$ cat src/include/ltp_params.svh
// register map, field positions, reset values and timing of the protection block
`ifndef LTP_PARAMS_SVH
`define LTP_PARAMS_SVH

// ----------------------------------------------------------------------------
// register byte offsets
// ----------------------------------------------------------------------------
`define LTP_ADDR_CTRL    8'h00
`define LTP_ADDR_OCL_CFG 8'h04
`define LTP_ADDR_OCL_THR 8'h08
`define LTP_ADDR_SCL_CFG 8'h0c
`define LTP_ADDR_SCL_THR 8'h10
`define LTP_ADDR_OTC_CFG 8'h14
`define LTP_ADDR_OTD_CFG 8'h18
`define LTP_ADDR_OTF_CFG 8'h1c
`define LTP_ADDR_STATUS  8'h20

// ----------------------------------------------------------------------------
// field positions
// ----------------------------------------------------------------------------
`define LTP_CTRL_OC_REC_EN 0
`define LTP_CTRL_SC_REC_EN 1
`define LTP_CTRL_REC_TIME  8
`define LTP_FLD_LIMIT      0
`define LTP_FLD_DELAY      8
`define LTP_FLD_RECOV      16
`define LTP_STAT_OC_CNT    8
`define LTP_STAT_SC_CNT    16

// ----------------------------------------------------------------------------
// reset values
// ----------------------------------------------------------------------------
`define LTP_RST_REC_TIME   8'h03
`define LTP_RST_LATCH_LIM  8'h00
`define LTP_RST_DEC_DELAY  8'h0a
`define LTP_RST_LATCH_REC  8'h0f
`define LTP_RST_LATCH_THR  16'h00c8
`define LTP_RST_OTC_THR    8'h37
`define LTP_RST_OTC_REC    8'h32
`define LTP_RST_OTD_THR    8'h3c
`define LTP_RST_OTD_REC    8'h37
`define LTP_RST_OTF_THR    8'h50
`define LTP_RST_OTF_REC    8'h41
`define LTP_RST_OT_DELAY   8'h02

// ----------------------------------------------------------------------------
// timing
// ----------------------------------------------------------------------------
`define LTP_TICK_S  1
`define LTP_CLK_HZ  100000000

`endif

$ cat src/include/ltp_pkg.sv
// types shared by the protection block modules
package ltp_pkg;

  // protection state, one-hot
  typedef enum logic [1:0] {
    LTP_PROT_IDLE   = 2'b01,
    LTP_PROT_ACTIVE = 2'b10
  } ltp_prot_state_t;

  typedef struct packed {
    logic [7:0] secs;
  } ltp_qual_state_t;

  typedef struct packed {
    logic [7:0] cnt;
    logic [7:0] secs;
  } ltp_latch_state_t;

  typedef struct packed {
    logic ack;
    logic [31:0] rdata;
    logic [31:0] ctrl;
    logic [1:0][31:0] latch_cfg;
    logic [1:0][15:0] latch_thr;
    logic [2:0][31:0] ot_cfg;
    logic [31:0] presc;
    logic tick;
    ltp_prot_state_t [4:0] prot;
  } ltp_top_state_t;

endpackage

$ cat src/verilog/ltp_qual.sv
// seconds qualifier: reports a condition held for a number of ticks
module ltp_qual
  import ltp_pkg::*;
(
  input wire logic ref_clk_i,
  input wire logic rst_i,
  input wire logic cond_i,
  input wire logic tick_i,
  input wire logic [7:0] limit_i,
  output logic met_o
);

  ltp_qual_state_t q;
  ltp_qual_state_t next_q;

  // ---------------------------------------------------------------------------
  // seconds counter
  // ---------------------------------------------------------------------------
  // count whole seconds while the condition holds, saturating
  always_comb begin
    next_q = q;
    if (rst_i) begin
      next_q.secs = 8'h00;
    end else if (!cond_i) begin
      next_q.secs = 8'h00;
    end else if (tick_i && q.secs != 8'hff) begin
      next_q.secs = q.secs + 8'h01;
    end
  end

  always_ff @(posedge ref_clk_i) begin
    q <= next_q;
  end

  assign met_o = cond_i && (q.secs >= limit_i);
endmodule // ltp_qual

$ cat src/verilog/ltp_latch_cnt.sv
// latch counter: counts fault events and decays once per delay
module ltp_latch_cnt
  import ltp_pkg::*;
(
  input wire logic ref_clk_i,
  input wire logic rst_i,
  input wire logic event_i,
  input wire logic tick_i,
  input wire logic [7:0] dec_delay_i,
  input wire logic [7:0] limit_i,
  output logic [7:0] count_o,
  output logic reached_o
);

  ltp_latch_state_t q;
  ltp_latch_state_t next_q;
  logic dec_due;

  // ---------------------------------------------------------------------------
  // counter and decay timer
  // ---------------------------------------------------------------------------
  // a zero delay decays on every tick
  assign dec_due = (q.cnt != 8'h00) && tick_i &&
                   (({1'b0, q.secs} + 9'h001) >= {1'b0, dec_delay_i});

  always_comb begin
    next_q = q;
    if (rst_i) begin
      next_q = '0;
    end else begin
      if (event_i && !dec_due && q.cnt != 8'hff) begin
        next_q.cnt = q.cnt + 8'h01;
      end else if (!event_i && dec_due) begin
        next_q.cnt = q.cnt - 8'h01;
      end
      if (q.cnt == 8'h00 || dec_due) begin
        next_q.secs = 8'h00;
      end else if (tick_i && q.secs != 8'hff) begin
        next_q.secs = q.secs + 8'h01;
      end
    end
  end

  always_ff @(posedge ref_clk_i) begin
    q <= next_q;
  end

  assign count_o = q.cnt;
  // a zero limit leaves the latch protection off
  assign reached_o = (limit_i != 8'h00) && (q.cnt >= limit_i);
endmodule // ltp_latch_cnt

$ cat src/verilog/ltp_top.sv
// latch and temperature protection evaluation with wishbone registers
//
// Function
// - overcurrent events count up, decay per delay
// - short-circuit events count up, decay per delay
// - short-circuit latch trips at latch limit
// - overcurrent latch recovers on current above threshold
// - short-circuit latch recovers on current above threshold
// - charge overtemp trips at threshold after delay
// - charge overtemp recovers below threshold
// - charge overtemp ignores current flow
// - discharge overtemp trips at threshold after delay
// - discharge overtemp recovers below threshold
// - discharge overtemp ignores current flow
// - switch overtemp trips at threshold after delay
// - overcurrent latch trips at latch limit
// - one shared recovery time for the three overtemp channels, held continuously
// - switch overtemp recovers below threshold
//
// The address map and the Wishbone register port were decided locally.
`include "ltp_params.svh"

module ltp_top
  import ltp_pkg::*;
#(
  parameter int unsigned TICK_CYCLES = `LTP_TICK_S * `LTP_CLK_HZ
)
(
  input wire logic ref_clk_i,
  input wire logic rst_i,
  input wire logic cyc_i,
  input wire logic stb_i,
  input wire logic we_i,
  input wire logic [7:0] adr_i,
  input wire logic [31:0] dat_i,
  input wire logic [3:0] sel_i,
  output logic [31:0] dat_o,
  output logic ack_o,
  input wire logic signed [15:0] current_i,
  input wire logic signed [7:0] max_cell_temp_i,
  input wire logic [7:0] fet_temp_i,
  input wire logic discharge_overcurrent_i,
  input wire logic discharge_short_circuit_i,
  output logic discharge_overcurrent_latch_o,
  output logic short_circuit_latch_o,
  output logic charge_overtemp_o,
  output logic discharge_overtemp_o,
  output logic switch_overtemp_o
);

  localparam logic [31:0] TICK_LAST = 32'(TICK_CYCLES - 1);

  ltp_top_state_t q;
  ltp_top_state_t next_q;

  logic [1:0] fault_ev;
  logic [1:0][7:0] latch_cnt;
  logic [1:0] latch_reached;
  logic [1:0] cur_rec_met;
  logic [2:0] ot_trip_met;
  logic [2:0] ot_rec_met;
  logic [4:0] set_v;
  logic [4:0] clr_v;
  logic [4:0] active;
  logic [7:0] rec_time;
  logic bus_req;
  logic bus_wr;

  // merge written bytes into a register under the byte enables
  function automatic logic [31:0] ltp_merge(input logic [31:0] old_v,
                                            input logic [31:0] new_v,
                                            input logic [3:0] sel);
    logic [31:0] res;
    res = old_v;
    for (int b = 0; b < 4; b++) begin
      if (sel[b]) begin
        res[b*8 +: 8] = new_v[b*8 +: 8];
      end
    end
    return res;
  endfunction

  // ---------------------------------------------------------------------------
  // shared decodes
  // ---------------------------------------------------------------------------
  // request taken on first cycle, write lands on the ack edge
  assign bus_req = cyc_i && stb_i && !q.ack;
  assign bus_wr = cyc_i && stb_i && we_i && q.ack;
  assign rec_time = q.ctrl[`LTP_CTRL_REC_TIME +: 8];
  assign fault_ev = {discharge_short_circuit_i, discharge_overcurrent_i};

  // ---------------------------------------------------------------------------
  // latch counters and current recovery
  // ---------------------------------------------------------------------------
  for (genvar k = 0; k < 2; k++) begin : g_latch
    logic signed [15:0] thr;
    logic cur_cond;

    assign thr = q.latch_thr[k];
    assign cur_cond = q.ctrl[k] && (q.prot[k] == LTP_PROT_ACTIVE) &&
                      (current_i >= thr);

    ltp_latch_cnt u_cnt (
      .ref_clk_i(ref_clk_i),
      .rst_i(rst_i),
      .event_i(fault_ev[k]),
      .tick_i(q.tick),
      .dec_delay_i(q.latch_cfg[k][`LTP_FLD_DELAY +: 8]),
      .limit_i(q.latch_cfg[k][`LTP_FLD_LIMIT +: 8]),
      .count_o(latch_cnt[k]),
      .reached_o(latch_reached[k])
    );

    ltp_qual u_rec (
      .ref_clk_i(ref_clk_i),
      .rst_i(rst_i),
      .cond_i(cur_cond),
      .tick_i(q.tick),
      .limit_i(q.latch_cfg[k][`LTP_FLD_RECOV +: 8]),
      .met_o(cur_rec_met[k])
    );
  end

  // ---------------------------------------------------------------------------
  // temperature channels: charge, discharge, switch
  // ---------------------------------------------------------------------------
  for (genvar c = 0; c < 3; c++) begin : g_temp
    logic signed [8:0] temp;
    logic signed [8:0] thr;
    logic signed [8:0] rec;
    logic [7:0] thr_b;
    logic [7:0] rec_b;

    assign thr_b = q.ot_cfg[c][`LTP_FLD_LIMIT +: 8];
    assign rec_b = q.ot_cfg[c][`LTP_FLD_RECOV +: 8];
    // switch channel is unsigned, cell channels are signed
    if (c == 2) begin : g_uns
      assign temp = {1'b0, fet_temp_i};
      assign thr = {1'b0, thr_b};
      assign rec = {1'b0, rec_b};
    end else begin : g_sgn
      assign temp = {max_cell_temp_i[7], max_cell_temp_i};
      assign thr = {thr_b[7], thr_b};
      assign rec = {rec_b[7], rec_b};
    end

    ltp_qual u_trip (
      .ref_clk_i(ref_clk_i),
      .rst_i(rst_i),
      .cond_i((q.prot[c+2] == LTP_PROT_IDLE) && (temp >= thr)),
      .tick_i(q.tick),
      .limit_i(q.ot_cfg[c][`LTP_FLD_DELAY +: 8]),
      .met_o(ot_trip_met[c])
    );

    ltp_qual u_rec (
      .ref_clk_i(ref_clk_i),
      .rst_i(rst_i),
      .cond_i((q.prot[c+2] == LTP_PROT_ACTIVE) && (temp <= rec)),
      .tick_i(q.tick),
      .limit_i(rec_time),
      .met_o(ot_rec_met[c])
    );
  end

  assign set_v = {ot_trip_met, latch_reached};
  assign clr_v = {ot_rec_met, cur_rec_met};

  // ---------------------------------------------------------------------------
  // next state: tick, protections, register bus
  // ---------------------------------------------------------------------------
  always_comb begin
    next_q = q;
    if (rst_i) begin
      next_q = '0;
      next_q.ctrl[`LTP_CTRL_REC_TIME +: 8] = `LTP_RST_REC_TIME;
      for (int k = 0; k < 2; k++) begin
        next_q.latch_cfg[k] = {8'h00, `LTP_RST_LATCH_REC,
                               `LTP_RST_DEC_DELAY, `LTP_RST_LATCH_LIM};
        next_q.latch_thr[k] = `LTP_RST_LATCH_THR;
      end
      next_q.ot_cfg[0] = {8'h00, `LTP_RST_OTC_REC, `LTP_RST_OT_DELAY,
                          `LTP_RST_OTC_THR};
      next_q.ot_cfg[1] = {8'h00, `LTP_RST_OTD_REC, `LTP_RST_OT_DELAY,
                          `LTP_RST_OTD_THR};
      next_q.ot_cfg[2] = {8'h00, `LTP_RST_OTF_REC, `LTP_RST_OT_DELAY,
                          `LTP_RST_OTF_THR};
      for (int p = 0; p < 5; p++) begin
        next_q.prot[p] = LTP_PROT_IDLE;
      end
    end else begin
      next_q.tick = (q.presc >= TICK_LAST);
      next_q.presc = (q.presc >= TICK_LAST) ? 32'h0000_0000 :
                     q.presc + 32'h0000_0001;
      // trip wins over a recovery in the same cycle
      for (int p = 0; p < 5; p++) begin
        if (set_v[p]) begin
          next_q.prot[p] = LTP_PROT_ACTIVE;
        end else if (clr_v[p]) begin
          next_q.prot[p] = LTP_PROT_IDLE;
        end else begin
          next_q.prot[p] = q.prot[p];
        end
      end
      // single-cycle wishbone answer
      next_q.ack = bus_req;
      if (bus_req) begin
        case (adr_i)
          `LTP_ADDR_CTRL: next_q.rdata = {16'h0000, q.ctrl[15:8], 6'h00,
                                          q.ctrl[1:0]};
          `LTP_ADDR_OCL_CFG: next_q.rdata = q.latch_cfg[0];
          `LTP_ADDR_OCL_THR: next_q.rdata = {16'h0000, q.latch_thr[0]};
          `LTP_ADDR_SCL_CFG: next_q.rdata = q.latch_cfg[1];
          `LTP_ADDR_SCL_THR: next_q.rdata = {16'h0000, q.latch_thr[1]};
          `LTP_ADDR_OTC_CFG: next_q.rdata = q.ot_cfg[0];
          `LTP_ADDR_OTD_CFG: next_q.rdata = q.ot_cfg[1];
          `LTP_ADDR_OTF_CFG: next_q.rdata = q.ot_cfg[2];
          `LTP_ADDR_STATUS: next_q.rdata = {8'h00, latch_cnt[1],
                                            latch_cnt[0], 3'b000, active};
          default: next_q.rdata = 32'h0000_0000;
        endcase
      end
      if (bus_wr) begin
        case (adr_i)
          `LTP_ADDR_CTRL: begin
            next_q.ctrl = ltp_merge(q.ctrl, dat_i, sel_i);
            next_q.ctrl[31:16] = 16'h0000;
            next_q.ctrl[7:2] = 6'h00;
          end
          `LTP_ADDR_OCL_CFG: begin
            next_q.latch_cfg[0] = ltp_merge(q.latch_cfg[0], dat_i, sel_i);
            next_q.latch_cfg[0][31:24] = 8'h00;
          end
          `LTP_ADDR_OCL_THR: begin
            next_q.latch_thr[0] =
              16'(ltp_merge({16'h0000, q.latch_thr[0]}, dat_i,
                            sel_i));
          end
          `LTP_ADDR_SCL_CFG: begin
            next_q.latch_cfg[1] = ltp_merge(q.latch_cfg[1], dat_i, sel_i);
            next_q.latch_cfg[1][31:24] = 8'h00;
          end
          `LTP_ADDR_SCL_THR: begin
            next_q.latch_thr[1] =
              16'(ltp_merge({16'h0000, q.latch_thr[1]}, dat_i,
                            sel_i));
          end
          `LTP_ADDR_OTC_CFG: begin
            next_q.ot_cfg[0] = ltp_merge(q.ot_cfg[0], dat_i, sel_i);
            next_q.ot_cfg[0][31:24] = 8'h00;
          end
          `LTP_ADDR_OTD_CFG: begin
            next_q.ot_cfg[1] = ltp_merge(q.ot_cfg[1], dat_i, sel_i);
            next_q.ot_cfg[1][31:24] = 8'h00;
          end
          `LTP_ADDR_OTF_CFG: begin
            next_q.ot_cfg[2] = ltp_merge(q.ot_cfg[2], dat_i, sel_i);
            next_q.ot_cfg[2][31:24] = 8'h00;
          end
          default: begin
            next_q.ctrl = q.ctrl; // read-only or unmapped
          end
        endcase
      end
    end
  end

  always_ff @(posedge ref_clk_i) begin
    q <= next_q;
  end

  // ---------------------------------------------------------------------------
  // outputs
  // ---------------------------------------------------------------------------
  for (genvar p = 0; p < 5; p++) begin : g_act
    assign active[p] = (q.prot[p] == LTP_PROT_ACTIVE);
  end

  assign dat_o = q.rdata;
  assign ack_o = q.ack;
  assign discharge_overcurrent_latch_o = active[0];
  assign short_circuit_latch_o = active[1];
  assign charge_overtemp_o = active[2];
  assign discharge_overtemp_o = active[3];
  assign switch_overtemp_o = active[4];
endmodule // ltp_top

$ cat config.mk
export PLATFORM = sky130hd
export DESIGN_NAME = ltp_top
export DESIGN_NICKNAME = d
export VERILOG_FILES = /design/src/include/ltp_pkg.sv /design/src/verilog/ltp_qual.sv /design/src/verilog/ltp_latch_cnt.sv /design/src/verilog/ltp_top.sv
export VERILOG_INCLUDE_DIRS = /design/src /design/src/include
export SDC_FILE = /design/constraint.sdc
export NUM_CORES = 1
export LEC_CHECK = 0
export ABC_AREA = 0
export BUFFER_PORTS_ARGS = -buffer_cell sky130_fd_sc_hd__buf_2
export CORE_AREA = 3 3 205 207
export CTS_CLUSTER_DIAMETER = 50
export CTS_CLUSTER_SIZE = 40
export DETAILED_ROUTE_END_ITERATION = 10
export DIE_AREA = 0 0 208 210
export PLACE_DENSITY = 0.67
export SYNTH_ARGS = -nofsm -noshare
export SYNTH_HDL_FRONTEND = slang
export SYNTH_HIERARCHICAL = 1
export SYNTH_SLANG_ARGS = --single-unit
$ cat constraint.sdc
create_clock -name ref_clk_i -period 4.35 [get_ports ref_clk_i]
set_clock_uncertainty 0.05 [all_clocks]
set_input_delay 0.435 -clock ref_clk_i [delete_from_list [all_inputs] [get_ports ref_clk_i]]
set_output_delay 0.435 -clock ref_clk_i [all_outputs]
set_load 0.1 [all_outputs]
==> summary.md, run 1 <==
| Metric | Value |
|---|---|
| Run status | `finished clean` |
| Overall fraction of global-route tracks in use | `0.265` |
| Source of the worst hold timing path | `dat_i[16]` |
| Ports | `121` |
| Final number of setup-violating endpoints | `0` |
| Met2 Use GR | `0.428` |
| Synth top area share | `0.326` |
| Antenna Cells | `0` |
| Min Clock Period, post-route | `4.06 ns` |
| Final Worst Setup Slack | `0.287 ns` |
| Kind of end point of the critical path | `flop` |
| Depth of the most critical reg-to-reg path | `17` |
| Flip-flop and latch count after synthesis | `326` |
| Max-Cap Viols | `0` |
| Library cells used by synthesis | `88` |
| Die Wd | `208 µm` |
| Number of antenna violations at the first check in global routing | `2` |
| Worst min-delay path class | `in -> reg` |
| Register area share after synthesis | `0.326` |
| Portion of total power attributed to combinational logic | `0.109` |
| Wire length of the first global-routing pass | `92900 µm` |
| Number of buffers inserted during clock tree synthesis | `42` |
| Post-synthesis instance area | `20000 µm²` |
| Fill cells | `3796` |
| Total power consumption of the routed design | `7.72 mW` |
| Worst slack on hold paths | `0.129 ns` |
| Register share of total power | `0.407` |
| Effective utilization at floorplan | `0.494` |
| Total clock sinks | `326` |
| Worst slew slack as a fraction of its limit | `0.250` |
| Startpoint class of the critical path | `flop` |
| Arrival time of data at the critical path endpoint | `4.48 ns` |
| RePlAce Congestion | `0.949` |
| Violation count after the first detailed-route iteration | `1537` |
| Beginning of the worst register-to-register path | `g_latch[0].u_cnt/q[0]$_SDFFE_PP0P_` |
| Highest-utilization routing layer at the global route stage | `met2` |
| Global-route met1 utilization | `0.369` |
| Height of the die | `210 µm` |
| FMAX | `246 MHz` |
| Required @ worst endpoint | `4.77 ns` |
| Slew Viols, Final | `0` |
| Chain of cells forming the critical path | `ha_1, and3_4, and3_2, xor2_1, ha_1, nand3_1, nor2_1, a21oi_4, a31o_4, inv_4, ha_1, a21oi_1, o211ai_1, o41ai_2, nand3b_1, mux2_2, o311ai_1` |
| Core Region | `40600 µm²` |
| Total detailed-routing wirelength | `59800 µm` |
| Max Root-Sink Buffers | `3` |
| Synth-to-Final Area Change | `10.7%` |
| Clock latency reported for the late side of the worst-skew pair | `0.57 ns` |
| Kind of critical path | `reg -> reg` |
| GR Util met3 | `0.0356` |
| Htree depth | `2` |
| CP most frequent cell | `sky130_fd_sc_hd__ha_1` |
| Count of vias placed by the detailed router | `17700` |
| Worst-case hold path end point | `g_temp[0].rec[0]$_SDFFE_PP0P_` |
| Vias per cell | `5.90` |
| Switching power | `2.19 mW` |
| Post-synth EDFFs | `0` |
| Terminus of the critical flop-to-flop path | `g_latch[0].u_cnt/count_o[7]$_SDFFE_PP0P_` |
| Most used standard cells in the synthesized netlist | `sky130_fd_sc_hd__dfxtp_1 (326), sky130_fd_sc_hd__nor2_1 (234), sky130_fd_sc_hd__nand2_1 (219)` |
| Combined area of the multi-input logic cells | `12000 µm²` |
| Setup repair after global routing missed its margin | `false` |
| Share of power burned in the clock network | `0.484` |
| Via count of the first global-routing pass | `16800` |
| Area of the die | `43700 µm²` |
| Drt drc | `0` |
| Largest cells by area after synthesis | `sky130_fd_sc_hd__dfxtp_1 (33%), sky130_fd_sc_hd__ha_1 (12%), sky130_fd_sc_hd__mux2i_1 (5.1%)` |
| Maximum number of pins on one net before global-route repair | `99` |
| Hold Path Stages | `3` |
| Setup TNS | `0 ns` |
| Mapped Avg Cell Area | `8.36 µm²` |
| Number of instances in the synthesized netlist | `2396` |
| Power Internal | `5.53 mW` |
| Initial DRT Pass Iterations | `6` |
| Post-DRT Antenna Nets | `0` |
| Clock tree from TritonCTS | `built` |
| Rows | `74` |
| Largest vdd supply drop | `450 µV` |
| Switching share of power | `0.284` |
| Net count, final | `2723` |
| Estimated wirelength of the detail-placed design | `45100 µm` |
| Most repeated cell in the gate-level netlist after synthesis | `sky130_fd_sc_hd__dfxtp_1` |
| Number of hold violations in the final report | `0` |
| Cell at the slowest stage of the critical path | `sky130_fd_sc_hd__o41ai_2` |
| Congestion Overflow GR | `0` |
| Maximum net fanout on the critical path | `14` |
| Power density over cell area | `348 nW/µm²` |
| Seq. cell area | `6530 µm²` |
| Average wire per standard cell | `19.9 µm` |
| Critical path's largest stage delay | `0.44 ns` |
| Count of synthesis-stage warnings from yosys | `6` |
| Post-placement setup slack | `0.288 ns` |
| Setup slack of the worst register-to-register path | `0.29 ns` |
| Count of input and output buffers | `103` |
| Transition time at the pin with the least slew margin | `1.12 ns` |
| Clock-pin slew of the registers on the worst-case setup and hold paths | `0.07 ns` |
| Clock tree root driver cell | `sky130_fd_sc_hd__clkbuf_16` |
| CTS Hold Bufs | `0` |
| Fraction of layout cells with a size suffix above 1 | `0.123` |
| Cell type with the largest total area after synthesis | `sky130_fd_sc_hd__dfxtp_1` |
| Fraction of registers with async set or reset after synthesis | `0` |
| Fraction of the cycle the final worst path needs | `0.934` |
| Leakage dissipation | `9.01 nW` |
| Dominant synthesized flop cell | `sky130_fd_sc_hd__dfxtp_1` |
## repair_timing
action / in CTS / in global routing
endpoints found under the setup margin: 0 / 1
gates resized for setup: 0 / 1
setup buffers: 0 / 1
endpoints found under the hold margin: 0 / 0
## layout by cell type (no fill, tap or decap), types with 27 or more instances in the layout
master / instances
sky130_fd_sc_hd__a21oi_1: 161
sky130_fd_sc_hd__xor2_1: 40
sky130_fd_sc_hd__buf_2: 102
sky130_fd_sc_hd__dfxtp_1: 325
sky130_fd_sc_hd__a211o_1: 29
sky130_fd_sc_hd__inv_1: 205
sky130_fd_sc_hd__nand2_1: 219
sky130_fd_sc_hd__ha_1: 199
sky130_fd_sc_hd__o211ai_1: 32
sky130_fd_sc_hd__clkbuf_16: 45
sky130_fd_sc_hd__nor3_1: 47
sky130_fd_sc_hd__mux2i_1: 103
sky130_fd_sc_hd__buf_4: 27
sky130_fd_sc_hd__o21ai_0: 61
sky130_fd_sc_hd__xnor2_1: 27
sky130_fd_sc_hd__nand3_1: 118
sky130_fd_sc_hd__nor2_1: 234
sky130_fd_sc_hd__a211oi_1: 34
## layout make-up
class / instances / area share
multi-input combinational: 1732 / 0.540
sequential: 326 / 0.294
clock buffer: 47 / 0.0515
inverter: 207 / 0.0354
timing repair buffer: 130 / 0.0326
tap: 532 / 0.0300
clock inverter: 31 / 0.0164
## power by group through the flow
stage	clock, mW	sequential [mW]	combinational [mW]
after floorplan	0	3.17	0.645
after global placement	0	3.21	0.784
after detailed placement	0	3.21	0.820
after CTS	3.81	3.14	0.829
after global routing	3.92	3.15	0.927
final	3.74	3.15	0.841
## layer usage
metal	share of wire	vias to the layer above
met3	0.073	122
met2	0.45	689
met4	0.030	2
met5	0.00022	-
li1	-	8529
met1	0.44	8393
## metrics by stage
step	cell area, µm²	std cells	util
finish	22200	3005	0.547
global route	22200	3005	0.547
CTS	22200	3004	0.547
detailed placement	20700	2926	0.510
global placement	20700	2926	0.510
floorplan	20100	2408	-
## critical path: cells and delay by family (launching register included)
kind	cells	cell delay (ns)
AOI/OAI and AO/OA	6	1.31
and+or+nand+nor	5	0.88
adders and majority gates	3	0.79
DFF	1	0.35
muxes	1	0.29
xor gates and xnor gates	1	0.15
buffers and inverters	1	0.15
## cell families after synthesis
| kind of cell | share of synthesized area |
|---|---|
| muxes | 0.0587 |
| xor gates and xnor gates | 0.0293 |
| buffers and inverters | 0.0795 |
| DFF | 0.326 |
| other | 0.000187 |
| adders and majority gates | 0.126 |
| AOI/OAI and AO/OA | 0.175 |
| and+or+nand+nor | 0.206 |
## registers in the layout, indices dropped and copies added, names as in the netlist
name,flops
ack_o,1
dat_o,24
g_latch.thr,32
g_latch.u_cnt/count_o,16
g_latch.u_cnt/q,16
g_latch.u_rec/q,16
g_temp.rec,24
g_temp.thr,24
g_temp.u_rec/q,24
g_temp.u_trip/q,24
q,125
## how the worst max path moves through the flow
stage | startpoint | endpoint | slack (ns)
2_1_floorplan | g_latch[0].u_cnt/q[0]$_SDFFE_PP0P_ | g_latch[0].u_cnt/count_o[7]$_SDFFE_PP0P_ | 0.73
3_3_place_gp | g_latch[0].u_cnt/q[0]$_SDFFE_PP0P_ | g_latch[0].u_cnt/count_o[7]$_SDFFE_PP0P_ | 0.42
3_5_place_dp | g_latch[0].u_cnt/q[0]$_SDFFE_PP0P_ | g_latch[0].u_cnt/count_o[7]$_SDFFE_PP0P_ | 0.29
4_1_cts | g_latch[0].u_cnt/q[0]$_SDFFE_PP0P_ | g_latch[0].u_cnt/count_o[7]$_SDFFE_PP0P_ | 0.25
5_1_grt | g_latch[0].u_cnt/q[0]$_SDFFE_PP0P_ | g_latch[0].u_cnt/count_o[7]$_SDFFE_PP0P_ | 0.02
6_report | g_latch[0].u_cnt/q[0]$_SDFFE_PP0P_ | g_latch[0].u_cnt/count_o[7]$_SDFFE_PP0P_ | 0.29
(Power assumes the default switching activity.)
==> inputs of run 2 (changes only) <==
Settings changed: CORE_AREA 3 3 205 207 to 3 3 199 201, DIE_AREA 0 0 208 210 to 0 0 202 204, SYNTH_HIERARCHICAL 1 to unset.
==> run 2 against run 1 <==
Critical path depth is the same. Worst setup slack gained 0.016 ns. Routed wire length shrank 7.3%. Count of clock-buffer cells in the layout grew 3. Sequential cell count is the same. Die area shrank 5.7%. Cell count shrank 4.9%. Register-to-register slack gained 0.02 ns. Utilization grew 1.1 points.
==> summary.md, run 2 <==
| Metric | Value |
|---|---|
| Run status | `finished clean (unchanged)` |
| Arrival time of data at the critical path endpoint | `4.46 ns (was 4.48 ns)` |
| Maximum number of pins on one net before global-route repair | `70 (was 99)` |
| Core Region | `37800 µm² (was 40600 µm²)` |
| Transition time at the pin with the least slew margin | `0.995 ns (was 1.12 ns)` |
| Via count of the first global-routing pass | `15800 (was 16800)` |
| Finished Core Util | `0.558 (was 0.547)` |
| Post-synth EDFFs | `0 (unchanged)` |
| Clock tree from TritonCTS | `built (unchanged)` |
| Number of hold violations in the final report | `0 (unchanged)` |
| Max-Cap Viols | `0 (unchanged)` |
| Htree depth | `2 (unchanged)` |
| Synth top area share | `0.345 (was 0.326)` |
| Beginning of the worst register-to-register path | `g_latch[1].u_cnt.q[1]$_SDFFE_PP0P_ (was g_latch[0].u_cnt/q[0]$_SDFFE_PP0P_)` |
| Min Clock Period, post-route | `4.05 ns (was 4.06 ns)` |
| CP most frequent cell | `sky130_fd_sc_hd__a211o_1 (was sky130_fd_sc_hd__ha_1)` |
| Area of the die | `41200 µm² (was 43700 µm²)` |
| Max Root-Sink Buffers | `3 (unchanged)` |
| Final number of setup-violating endpoints | `0 (unchanged)` |
| Slew Viols, Final | `0 (unchanged)` |
| Biggest register | `q (unchanged)` |
| Rows | `71 (was 74)` |
| Average wire per standard cell | `19.4 µm (was 19.9 µm)` |
| Switching share of power | `0.279 (was 0.284)` |
| Clock latency reported for the late side of the worst-skew pair | `0.57 ns (about the same)` |
| Wire length of the first global-routing pass | `86600 µm (was 92900 µm)` |
| Largest vdd supply drop | `276 µV (was 450 µV)` |
| Terminus of the critical flop-to-flop path | `g_latch[1].u_cnt.count_o[7]$_SDFFE_PP0P_ (was g_latch[0].u_cnt/count_o[7]$_SDFFE_PP0P_)` |
| Effective utilization at floorplan | `0.501 (was 0.494)` |
| Total clock sinks | `326 (unchanged)` |
| Required @ worst endpoint | `4.76 ns (was 4.77 ns)` |
| Fraction of layout cells with a size suffix above 1 | `0.0980 (was 0.123)` |
| Fraction of registers with async set or reset after synthesis | `0 (unchanged)` |
| Cell type with the largest total area after synthesis | `sky130_fd_sc_hd__dfxtp_1 (unchanged)` |
| Congestion Overflow GR | `0 (unchanged)` |
| Kind of end point of the critical path | `flop (unchanged)` |
| Total cell area at the placement stage | `19700 µm² (was 20700 µm²)` |
| Count of input and output buffers | `103 (unchanged)` |
| Hold Path Stages | `3 (unchanged)` |
| FMAX | `247 MHz (was 246 MHz)` |
| Clock-pin slew of the registers on the worst-case setup and hold paths | `0.07 ns (about the same)` |
| Kind of critical path | `reg -> reg (unchanged)` |
| Final Worst Setup Slack | `0.304 ns (was 0.287 ns)` |
| Overall fraction of global-route tracks in use | `0.263 (was 0.265)` |
| Synth-to-Final Area Change | `11.4% (was 10.7%)` |
| Drt drc | `0 (unchanged)` |
| Leakage dissipation | `8.52 nW (was 9.01 nW)` |
| Worst min-delay path class | `in -> reg (unchanged)` |
| Most used standard cells in the synthesized netlist | `sky130_fd_sc_hd__dfxtp_1 (326), sky130_fd_sc_hd__nand2_1 (251), sky130_fd_sc_hd__nor2_1 (236) (was sky130_fd_sc_hd__dfxtp_1 (326), sky130_fd_sc_hd__nor2_1 (234), sky130_fd_sc_hd__nand2_1 (219))` |
| Number of buffers inserted during clock tree synthesis | `39 (was 42)` |
| Total detailed-routing wirelength | `55400 µm (was 59800 µm)` |
| Post-DRT Antenna Nets | `0 (unchanged)` |
| Number of instances in the synthesized netlist | `2246 (was 2396)` |
| Number of antenna violations at the first check in global routing | `1 (was 2)` |
| Critical path's largest stage delay | `0.43 ns (was 0.44 ns)` |
| Worst slew slack as a fraction of its limit | `0.335 (was 0.250)` |
| Ports | `121 (unchanged)` |
| Worst-case hold path end point | `q[225]$_SDFFE_PP0P_ (was g_temp[0].rec[0]$_SDFFE_PP0P_)` |
| Fill cells | `3466 (was 3796)` |
| Vias per cell | `5.78 (was 5.90)` |
| Violation count after the first detailed-route iteration | `1270 (was 1537)` |
| Post-placement setup slack | `0.188 ns (was 0.288 ns)` |
| RePlAce Congestion | `0.960 (was 0.949)` |
| Estimated wirelength of the detail-placed design | `41800 µm (was 45100 µm)` |
| Non-filler cells, final | `2859 (was 3005)` |
| Fraction of the cycle the final worst path needs | `0.930 (was 0.934)` |
| Post-synthesis instance area | `18900 µm² (was 20000 µm²)` |
| Library cells used by synthesis | `80 (was 88)` |
| Setup slack of the worst register-to-register path | `0.30 ns (was 0.29 ns)` |
| Largest register FFs | `125 (unchanged)` |
| Height of the die | `204 µm (was 210 µm)` |
| Switching power | `2.06 mW (was 2.19 mW)` |
| Mapped Avg Cell Area | `8.43 µm² (was 8.36 µm²)` |
| Initial DRT Pass Iterations | `7 (was 6)` |
| Chain of cells forming the critical path | `ha_2, nand3_1, nor2_2, xor2_1, ha_1, a21oi_1, o21ai_0, a21oi_2, o21ai_2, or2_2, ha_1, a21o_1, a211o_1, o211ai_1, a211o_1, nor3b_1, a211o_1 (was ha_1, and3_4, and3_2, xor2_1, ha_1, nand3_1, nor2_1, a21oi_4, a31o_4, inv_4, ha_1, a21oi_1, o211ai_1, o41ai_2, nand3b_1, mux2_2, o311ai_1)` |
| Maximum net fanout on the critical path | `9 (was 14)` |
| Count of vias placed by the detailed router | `16500 (was 17700)` |
| Register share of total power | `0.425 (was 0.407)` |
| Post-route design area | `21100 µm² (was 22200 µm²)` |
| Source of the worst hold timing path | `dat_i[22] (was dat_i[16])` |
| Total instance count after detailed placement | `2787 (was 2926)` |
| Depth of the most critical reg-to-reg path | `17 (unchanged)` |
| Clock tree root driver cell | `sky130_fd_sc_hd__clkbuf_16 (unchanged)` |
| Register area share after synthesis | `0.345 (was 0.326)` |
| Power Internal | `5.32 mW (was 5.53 mW)` |
| Dominant synthesized flop cell | `sky130_fd_sc_hd__dfxtp_1 (unchanged)` |
| Flip-flop and latch count after synthesis | `326 (unchanged)` |
| Die Wd | `202 µm (was 208 µm)` |
| Most common cell after layout, fill and taps aside | `sky130_fd_sc_hd__dfxtp_1 (unchanged)` |
| Post-CTS Setup Inserts | `0 (unchanged)` |
| Share of power burned in the clock network | `0.456 (was 0.484)` |
| Portion of total power attributed to combinational logic | `0.118 (was 0.109)` |
| CTS Hold Bufs | `0 (unchanged)` |
| Largest cells by area after synthesis | `sky130_fd_sc_hd__dfxtp_1 (34%), sky130_fd_sc_hd__ha_1 (13%), sky130_fd_sc_hd__mux2i_1 (6.5%) (was sky130_fd_sc_hd__dfxtp_1 (33%), sky130_fd_sc_hd__ha_1 (12%), sky130_fd_sc_hd__mux2i_1 (5.1%))` |
| Highest-count cells in the layout ignoring fill and taps | `sky130_fd_sc_hd__dfxtp_1 (326), sky130_fd_sc_hd__nand2_1 (251), sky130_fd_sc_hd__nor2_1 (235), sky130_fd_sc_hd__ha_1 (198), sky130_fd_sc_hd__inv_1 (179) (was sky130_fd_sc_hd__dfxtp_1 (325), sky130_fd_sc_hd__nor2_1 (234), sky130_fd_sc_hd__nand2_1 (219), sky130_fd_sc_hd__inv_1 (205), sky130_fd_sc_hd__ha_1 (199))` |
| Count of synthesis-stage warnings from yosys | `0 (was 6)` |
| CTS-repair resized insts | `0 (unchanged)` |
| Most repeated cell in the gate-level netlist after synthesis | `sky130_fd_sc_hd__dfxtp_1 (unchanged)` |
| Net count, final | `2601 (was 2723)` |
| Power density over cell area | `350 nW/µm² (was 348 nW/µm²)` |
| Cell at the slowest stage of the critical path | `sky130_fd_sc_hd__or2_2 (was sky130_fd_sc_hd__o41ai_2)` |
| Startpoint class of the critical path | `flop (unchanged)` |
[run 2: cell count changes after synthesis, sizes merged, moves of 19 or more]
cell    change
a211oi     -19
inv        -26
a21oi      -29
a211o      -19
nand3b     -23
nand2      +27
mux2i      +21
xnor2      +23
buf        -22
nand3      -27
xor2       +20
[run 2: critical path, delay by kind of cell, from the launching register on]
family | cells | cell delay (ns)
fa+ha+maj | 3 | 0.81
xor+xnor | 1 | 0.18
compound gates | 9 | 1.67
simple gates | 4 | 0.82
flops | 1 | 0.40
[run 2: metrics by stage]
step	hold WS, ns	power (mW)	setup TNS (ns)
6_report	0.135	7.38	0
5_1_grt	0.117	7.66	-0.0440
4_1_cts	0.101	7.44	0
3_5_place_dp	0.390	4.06	0
3_3_place_gp	0.383	4.03	0
2_1_floorplan	0.367	3.79	0
[run 2: worst max path at each step]
stage / from / slack (ns) / endpoint
5_1_grt: g_latch[1].u_cnt.q[1]$_SDFFE_PP0P_ / -0.04 / g_latch[1].u_cnt.count_o[7]$_SDFFE_PP0P_
3_3_place_gp: g_latch[1].u_cnt.q[1]$_SDFFE_PP0P_ / 0.30 / g_latch[1].u_cnt.count_o[7]$_SDFFE_PP0P_
6_report: g_latch[1].u_cnt.q[1]$_SDFFE_PP0P_ / 0.30 / g_latch[1].u_cnt.count_o[7]$_SDFFE_PP0P_
2_1_floorplan: g_latch[1].u_cnt.q[0]$_SDFFE_PP0P_ / 0.59 / g_latch[1].u_cnt.count_o[7]$_SDFFE_PP0P_
3_5_place_dp: g_latch[1].u_cnt.q[1]$_SDFFE_PP0P_ / 0.19 / g_latch[1].u_cnt.count_o[7]$_SDFFE_PP0P_
4_1_cts: g_latch[1].u_cnt.q[1]$_SDFFE_PP0P_ / 0.17 / g_latch[1].u_cnt.count_o[7]$_SDFFE_PP0P_
[run 2: logic make-up after synthesis]
family          count (synthesis)  synth area share
compound gates                426             0.147
xor+xnor                      110            0.0509
fa+ha+maj                     201             0.134
buf+inv                       289            0.0665
flops                         326             0.345
mux                           127            0.0699
other cells                     1          0.000198
simple gates                  766             0.187
[run 2: per-layer routing]
metal  global-route usage  part of all wire  vias to the layer above
met4                0.103             0.033                        0
met5                    0                 0                        -
met2                0.431              0.46                      572
met1                0.348              0.44                     7894
met3               0.0448             0.072                       98
li1                     -                 -                     7974
[run 2: power by group through the flow]
stage / clock (mW) / sequential, mW / combinational (mW)
6_report: 3.37 / 3.14 / 0.872
5_1_grt: 3.56 / 3.15 / 0.957
4_1_cts: 3.44 / 3.14 / 0.864
3_5_place_dp: 0 / 3.20 / 0.858
3_3_place_gp: 0 / 3.20 / 0.827
2_1_floorplan: 0 / 3.17 / 0.619
[run 2: final cells by class]
class	count	area (µm²)	area share
clock inverters	21	235	0.0112
repair buffers	127	698	0.0331
well taps	511	639	0.0303
flip-flops and latches	326	6530	0.310
diodes	1	2.50	0.000119
clock buffers	50	1100	0.0521
inverters	180	676	0.0321
multi-input cells	1643	11200	0.531
